$ cat src/pkg/pci_host_irq_latency_pkg.sv
// constants, types and helpers shared by the bus interface support logic
package pci_host_irq_latency_pkg;

   // register bus geometry
   localparam int ADDR_W = 12;
   localparam int DATA_W = 32;

   // register byte offsets
   localparam logic [11:0] OFF_CFG = 12'h000;
   localparam logic [11:0] OFF_PENDING = 12'h004;
   localparam logic [11:0] OFF_MASK = 12'h008;
   localparam logic [11:0] OFF_HOLD = 12'h00C;
   localparam logic [11:0] OFF_STATE = 12'h010;

   // field positions
   localparam int CFG_BYTE_ORDER_BIT = 0;
   localparam int IRQ_XFER_DONE_BIT = 0;
   localparam int IRQ_PREEMPT_BIT = 1;
   localparam int STATE_OWNER_BIT = 8;

   // widths
   localparam int IRQ_W = 8;
   localparam int EXT_IRQ_W = 6;
   localparam int HOLD_W = 8;

   // reset values
   localparam logic CFG_RESET = 1'b0;
   localparam logic [7:0] MASK_RESET = 8'h00;
   localparam logic [7:0] HOLD_RESET = 8'h00;
   localparam logic [31:0] DATA_RESET = 32'h0000_0000;

   // master ownership states
   typedef enum logic {BUS_IDLE, BUS_OWNED} bus_state_t;

   // reverse the four byte lanes of a word
   function automatic logic [31:0] swap_bytes(input logic [31:0] w);
      swap_bytes = {w[7:0], w[15:8], w[23:16], w[31:24]};
   endfunction

endpackage

$ cat src/pkg/hold_ctrl_if.sv
// control and status wires between the ownership sequencer and its counter
`timescale 1ns/1ps
`default_nettype none
interface hold_ctrl_if #(parameter int W = 8);
   logic load;
   logic dec;
   logic [W-1:0] loadValue;
   logic [W-1:0] count;
   modport ctrl (output load, output dec, output loadValue, input count);
   modport cnt (input load, input dec, input loadValue, output count);
endinterface
`default_nettype wire

$ cat src/hold_counter.sv
// down-counter that times how long bus ownership is kept
`timescale 1ns/1ps
`default_nettype none
module hold_counter
   import pci_host_irq_latency_pkg::*;
(
   // clock and reset
   input wire logic mclk,
   input wire logic resetn,
   // sequencer side
   hold_ctrl_if.cnt hc
);

   // load wins over decrement; stops at zero instead of wrapping
   always_ff @(posedge mclk or negedge resetn)
   begin
      if (!resetn)
      begin
         hc.count <= HOLD_RESET;
      end
      else if (hc.load)
      begin
         hc.count <= hc.loadValue;
      end
      else if (hc.dec && (hc.count != HOLD_RESET))
      begin
         hc.count <= hc.count - 8'h01;
      end
   end

endmodule
`default_nettype wire

$ cat src/byte_order_swap.sv
// registered byte lane steering for one fifo data direction
`timescale 1ns/1ps
`default_nettype none
module byte_order_swap
   import pci_host_irq_latency_pkg::*;
(
   // clock and reset
   input wire logic mclk,
   input wire logic resetn,
   // control
   input wire logic swapEn,
   // data
   input wire logic [31:0] inData,
   output logic [31:0] outData
);

   // one register stage keeps the top outputs straight from a flop
   always_ff @(posedge mclk or negedge resetn)
   begin
      if (!resetn)
      begin
         outData <= DATA_RESET;
      end
      else
      begin
         outData <= swapEn ? swap_bytes(inData) : inData;
      end
   end

endmodule
`default_nettype wire

$ cat src/pci_host_irq_latency.sv
// bus interface support: fifo byte order, interrupt pin and ownership timer
//
// Notes on behaviour
// - config bit 0 picks fifo byte order: 0 little endian, 1 big endian.
// - after reset the byte order is little endian until software sets it.
// - byte order affects only transmit and receive fifo data, not registers.
// - register accesses map bus line n to register bit n, always.
// - interrupt is signalled by pulling the open-drain pin low.
// - one sticky pending bit per source; several may be set together.
// - reading the pending register returns it and clears all its bits.
// - a mask register suppresses the interrupt pin for chosen sources.
// - the programmed hold value is the least number of clocks bus is kept, unless transfer ends first.
// - the hold counter counts down once bus is gained and frame asserted.
// - on grant loss keep bus until counter is zero or transfer ends.
// - the hold counter is an 8-bit down-counter.
`timescale 1ns/1ps
`default_nettype none
module pci_host_irq_latency
   import pci_host_irq_latency_pkg::*;
(
   // clock and reset
   input wire logic mclk,
   input wire logic resetn,
   // apb register slave
   input wire logic psel,
   input wire logic penable,
   input wire logic pwrite,
   input wire logic [11:0] paddr,
   input wire logic [31:0] pwdata,
   output logic [31:0] prdata,
   output logic pready,
   output logic pslverr,
   // fifo data paths
   input wire logic [31:0] txFifoData,
   output logic [31:0] txBusData,
   input wire logic [31:0] busRxData,
   output logic [31:0] rxFifoData,
   // interrupt sources and open-drain pin
   input wire logic [5:0] extIrq,
   output logic irqOutN,
   output logic irqOeN,
   // bus master ownership
   input wire logic masterReq,
   input wire logic transferDone,
   input wire logic grantInN,
   output logic frameOutN,
   output logic busOwner
);

   logic byteOrderSelect_reg;
   logic [7:0] irqPending_reg;
   logic [7:0] irqPending_next;
   logic [7:0] irqMask_reg;
   logic [7:0] masterHoldCount_reg;
   logic [7:0] irqSet;
   logic [7:0] irqClr;
   logic [31:0] readMux;
   logic mapped;
   logic apbWrite;
   logic apbCapture;
   logic pendingRead;
   logic anyIrq;
   logic holdZero;
   logic doneEv;
   logic preemptEv;
   logic startEv;
   bus_state_t state_reg;
   bus_state_t state_next;

   hold_ctrl_if #(.W(HOLD_W)) hc ();

   // bus phase decode; one wait state gives time to capture read data
   assign apbCapture = psel && penable && !pready;
   assign apbWrite = psel && penable && pready && pwrite;
   assign pendingRead = apbCapture && !pwrite && (paddr == OFF_PENDING);

   // address decode for the defined answer to unmapped offsets
   always_comb
   begin
      mapped = 1'b1;
      unique case (paddr)
         OFF_CFG, OFF_PENDING, OFF_MASK, OFF_HOLD, OFF_STATE: mapped = 1'b1;
         default: mapped = 1'b0;
      endcase
   end

   // read mux, every line straight onto the same bit; no byte steering
   always_comb
   begin
      readMux = DATA_RESET;
      unique case (paddr)
         OFF_CFG: readMux[CFG_BYTE_ORDER_BIT] = byteOrderSelect_reg;
         OFF_PENDING: readMux[7:0] = irqPending_reg;
         OFF_MASK: readMux[7:0] = irqMask_reg;
         OFF_HOLD: readMux[7:0] = masterHoldCount_reg;
         OFF_STATE:
         begin
            readMux[7:0] = hc.count;
            readMux[STATE_OWNER_BIT] = (state_reg == BUS_OWNED);
         end
         default: readMux = DATA_RESET;
      endcase
   end

   // apb handshake: ready and error raised in the cycle after capture
   always_ff @(posedge mclk or negedge resetn)
   begin
      if (!resetn)
      begin
         pready <= 1'b0;
         pslverr <= 1'b0;
      end
      else
      begin
         pready <= apbCapture;
         pslverr <= apbCapture && !mapped;
      end
   end

   // read data held from a read capture until the next read capture
   always_ff @(posedge mclk or negedge resetn)
   begin
      if (!resetn)
      begin
         prdata <= DATA_RESET;
      end
      else if (apbCapture && !pwrite)
      begin
         prdata <= readMux;
      end
   end

   // software controls; byte order starts little endian
   always_ff @(posedge mclk or negedge resetn)
   begin
      if (!resetn)
      begin
         byteOrderSelect_reg <= CFG_RESET;
         irqMask_reg <= MASK_RESET;
         masterHoldCount_reg <= HOLD_RESET;
      end
      else if (apbWrite)
      begin
         if (paddr == OFF_CFG)
         begin
            byteOrderSelect_reg <= pwdata[CFG_BYTE_ORDER_BIT];
         end
         if (paddr == OFF_MASK)
         begin
            irqMask_reg <= pwdata[7:0];
         end
         if (paddr == OFF_HOLD)
         begin
            masterHoldCount_reg <= pwdata[7:0];
         end
      end
   end

   // fifo data lanes follow the byte order; registers never pass here
   byte_order_swap u_txSwap (
      .mclk(mclk),
      .resetn(resetn),
      .swapEn(byteOrderSelect_reg),
      .inData(txFifoData),
      .outData(txBusData)
   );

   byte_order_swap u_rxSwap (
      .mclk(mclk),
      .resetn(resetn),
      .swapEn(byteOrderSelect_reg),
      .inData(busRxData),
      .outData(rxFifoData)
   );

   // pending bits: a set in the clearing cycle survives the clear
   assign irqSet = {extIrq, preemptEv, doneEv};
   always_comb
   begin
      irqClr = 8'h00;
      if (pendingRead)
      begin
         irqClr = 8'hFF;
      end
      else if (apbWrite && (paddr == OFF_PENDING))
      begin
         irqClr = pwdata[7:0];
      end
      irqPending_next = (irqPending_reg & ~irqClr) | irqSet;
   end

   always_ff @(posedge mclk or negedge resetn)
   begin
      if (!resetn)
      begin
         irqPending_reg <= 8'h00;
      end
      else
      begin
         irqPending_reg <= irqPending_next;
      end
   end

   // open-drain pin: level always low, enable low pulls the wire down
   assign anyIrq = |(irqPending_reg & irqMask_reg);
   always_ff @(posedge mclk or negedge resetn)
   begin
      if (!resetn)
      begin
         irqOutN <= 1'b0;
         irqOeN <= 1'b1;
      end
      else
      begin
         irqOutN <= 1'b0;
         irqOeN <= !anyIrq;
      end
   end

   // ownership sequencer; frame and owner pins are registered from the next state, so they change with the state
   assign holdZero = (hc.count == HOLD_RESET);
   always_comb
   begin
      state_next = state_reg;
      startEv = 1'b0;
      doneEv = 1'b0;
      preemptEv = 1'b0;
      unique case (state_reg)
         BUS_IDLE:
         begin
            if (masterReq && !grantInN)
            begin
               startEv = 1'b1;
               state_next = BUS_OWNED;
            end
         end
         BUS_OWNED:
         begin
            if (transferDone)
            begin
               doneEv = 1'b1;
               state_next = BUS_IDLE;
            end
            else if (grantInN && holdZero)
            begin
               preemptEv = 1'b1;
               state_next = BUS_IDLE;
            end
         end
      endcase
   end

   always_ff @(posedge mclk or negedge resetn)
   begin
      if (!resetn)
      begin
         state_reg <= BUS_IDLE;
         frameOutN <= 1'b1;
         busOwner <= 1'b0;
      end
      else
      begin
         state_reg <= state_next;
         frameOutN <= (state_next != BUS_OWNED);
         busOwner <= (state_next == BUS_OWNED);
      end
   end

   // counter loaded with frame, then counts while owned
   assign hc.load = startEv;
   assign hc.loadValue = masterHoldCount_reg;
   assign hc.dec = (state_reg == BUS_OWNED);

   hold_counter u_holdCounter (
      .mclk(mclk),
      .resetn(resetn),
      .hc(hc)
   );
endmodule
`default_nettype wire

$ cat config.mk
export PLATFORM = sky130hd
export DESIGN_NAME = pci_host_irq_latency
export DESIGN_NICKNAME = d
export VERILOG_FILES = /design/src/pkg/pci_host_irq_latency_pkg.sv /design/src/pkg/hold_ctrl_if.sv /design/src/hold_counter.sv /design/src/byte_order_swap.sv /design/src/pci_host_irq_latency.sv
export SDC_FILE = /design/constraint.sdc
export NUM_CORES = 1
export LEC_CHECK = 0
export BUFFER_PORTS_ARGS = -buffer_cell sky130_fd_sc_hd__buf_4
export CORE_UTILIZATION = 43
export CTS_CLUSTER_DIAMETER = 200
export DETAILED_ROUTE_END_ITERATION = 6
export PLACE_DENSITY = 0.78
export SLEW_MARGIN = 30
export SYNTH_ARGS = -nofsm -noshare
export SYNTH_HDL_FRONTEND = slang
export SYNTH_SLANG_ARGS = --single-unit
$ cat constraint.sdc
create_clock -name mclk -period 2 [get_ports mclk]
set_clock_uncertainty 0.1 [all_clocks]
set_input_delay 0.2 -clock mclk [delete_from_list [all_inputs] [get_ports mclk]]
set_output_delay 0.2 -clock mclk [all_outputs]
set_load 0.01 [all_outputs]
==> reports/qor.yml <==
leakage_nw: 3.64
cp.buffers_inverters: 2
hold_depth: 2
grt_use_total_pct: 28.5
grt_busiest_layer: "met2"
syn_inst: 401
avgRoutedWirePerCell_um: 19.8
place.gp.congestion: 0.849
crit_type: "flip-flop to flip-flop"
worst-path-stages: 3
rr_worst_depth: 3
grt_pass1_wl_um: 25300
first_global_vias: 4771
cp_data_arrival_time_ns: 2.04
cts.htree.levels: 3
rows: 39
instances_no_fill: 836
ctsLongestPathBuffers: 2
cap_violations: 0
min_path_type: "input port to flip-flop"
io_buffers: 175
hold_violations: 0
nFillCells: 756
start_util_pct: 44.1
clkSinkCount: 111
placed_cells: 715
min_period_over_period_pct: 95.9
antenna_cells: 0
cts_tree: "done"
worstPathRequired_ns: 2.12
setup_viol: 0
numCtsBuffers: 9
crit_path_start_kind: "flip-flop"
coreArea_mm2: 0.0114
p_int_mw: 4.23
pwr-share-clk_pct: 36.9
drt_iter0_drc: 194
p_sw_mw: 1.49
ant_nets: 0
synth_flop_cell: "dfrtp_1"
syn_avg_cell_area_um2: 12.6
pwr-share-seq_pct: 43.7
final_core_util_pct: 69.5
clkLatencyLatePin_ns: 0.35
synth_warnings: 0
vias: 4375
grt_max_degree: 67
register_area_mm2: 0.00278
swShare_pct: 26.0
netlist_area_mm2: 0.00504
slowest_stage: "dlygate4sd3_1"
critPathTopFamily: "buffers and inverters"
gr-usage-met2_pct: 49.8
p_comb_share_pct: 19.5
synth_seq_cells: 111
yosysUniqueCellTypes: 49
fmax_mhz: 521
finalWirelength_um: 16500
reg.largest.list: "u_rxSwap.outData (32), u_txSwap.outData (32), prdata (9)"
drtPass1Iterations: 4
async_flop_share_pct: 100
routed_via_density: 5.23
grt_util_met1_pct: 32.6
multi_input_area_mm2: 0.00203
area_growth_syn_to_layout_pct: 57.5
drc: 0
fin_crit_ns: 1.92
nets: 812
globalRouteMet3Util_pct: 9.05
die_w_um: 110
worstPathMaxFanout: 66
ios: 224
ys_seq_area_share_pct: 55.2
rsz0062_at_grt: "no"
end_kind: "flip-flop"
postCtsSetupRepairBufs: 0
crit_chain: "buf_12 -> mux2_2 -> dlygate4sd3_1"
grt.overflow.total: 0
status: "finished clean"
fp.dieArea_mm2: 0.0121
grt_antenna_before_repair: 0
max_stage_delay_ns: 0.59
ir_drop_mv: 0.542
cts.clk_slew.worst_paths_ns: 0.07
ctsRootBufferMaster: "clkbuf_16"
rrSetupSlack_ns: 0.08
synth_edf_count: 0
finalMaxSlewViolations: 0
power.density_mw_per_mm2: 720
die_h_um: 110
drive_above_1_share_pct: 45.3
hpwl_um: 9420
-- cell usage after synthesis (2+ instances only) --
master	instances	area [um2]
dfrtp_1	109	2730
mux2_2	87	980
buf_4	24	180
clkbuf_1	17	63.8
a21oi_1	16	80.1
o21ai_0	13	65.1
inv_1	12	45.0
nand2_1	12	45.0
nand3b_1	12	90.1
a22oi_1	10	75.1
nand2b_1	8	50.1
nand3_1	8	40.0
nor2_1	7	26.3
nor3_1	7	35.0
o22ai_1	6	37.5
or4_1	4	30.0
a31oi_1	3	18.8
buf_2	3	15.0
mux2i_1	3	30.0
o221a_2	3	33.8
and3_1	2	12.5
and4_1	2	17.5
buf_6	2	22.5
dfstp_2	2	52.6
ha_1	2	25.0
o31ai_1	2	15.0
or3_1	2	12.5
or4_4	2	22.5
-- through the flow --
stage | hold WS (ns) | setup TNS [ns] | setup slack [ns] | area (um2) | power, mW
final | 0.0111 | 0 | 0.0812 | 7930 | 5.72
after global placement | -0.00529 | -1.38 | -0.0973 | 6530 | 3.38
after detailed placement | 0.00313 | -2.35 | -0.164 | 6530 | 3.42
after CTS | 0.000554 | 0 | 0.0532 | 7930 | 5.67
after floorplan | -0.196 | -0.471 | -0.0589 | 5130 | 2.95
after global routing | 0.00103 | 0 | 0.0225 | 7930 | 5.93
-- placed cells by master, fill, tap and decap left out, types with 3 or more instances in the layout --
cell           instances
a21oi_1               16
o21ai_0               13
buf_4                191
o221a_2                3
nand2_1               12
or4_4                  3
bufinv_16              3
inv_1                 12
conb_1                24
o22ai_1                6
mux2i_1                3
or4_1                  3
buf_12                 3
dfrtp_1              108
nand3_1                8
a31oi_1                3
nand2b_1               8
clkbuf_16              9
a22oi_1               10
nor2_1                 7
dlygate4sd3_1        105
nand3b_1              12
nor3_1                 7
mux2_2                87
-- cell families after synthesis --
logic type,share of synthesized area (%)
fa+ha+maj,0.497
compound gates,7.88
flops,55.2
simple gates,9.81
buf+inv,6.48
other cells,0.0745
mux,20.0
-- cell type report --
class                      count  area share (%)
tap                          143            2.26
clock inverter                 7            1.61
clock buffer                   9            2.84
timing repair buffer         299            32.1
inverter                      12           0.568
multi-input combinational    255            25.6
sequential                   111            35.1
-- timing repair --
item / in CTS / in global routing
endpoints found under the setup margin: 0 / 3
hold buffers: 105 / 0
hold endpoints to repair: 92 / 0
resized for setup: 0 / 1
-- metal layers --
metal  wire length [um]  vias to the layer above
li1                   -                     1970
met5                  0                        -
met4                463                        0
met3               1350                       43
met1               6200                     2152
met2               8530                      210
-- power groups by stage --
stage	registers (mW)	logic, mW	clock network [mW]
floorplan	2.55	0.399	0
global placement	2.52	0.860	0
detailed placement	2.52	0.893	0
CTS	2.48	1.06	2.13
global route	2.51	1.21	2.21
finish	2.50	1.11	2.11
-- path summary, 6_finish.rpt --
check,start,end
worst max register to register,byteOrderSelect_reg,u_txSwap.outData[31]
worst min register to register,pready,pready
min in group asynchronous,resetn,u_txSwap.outData[10]
max in group asynchronous,resetn,u_rxSwap.outData[1]
worst min-delay path,pwdata[3],hc.loadValue[3]
worst max-delay path,byteOrderSelect_reg,u_txSwap.outData[31]
(Power assumes the default switching activity.)
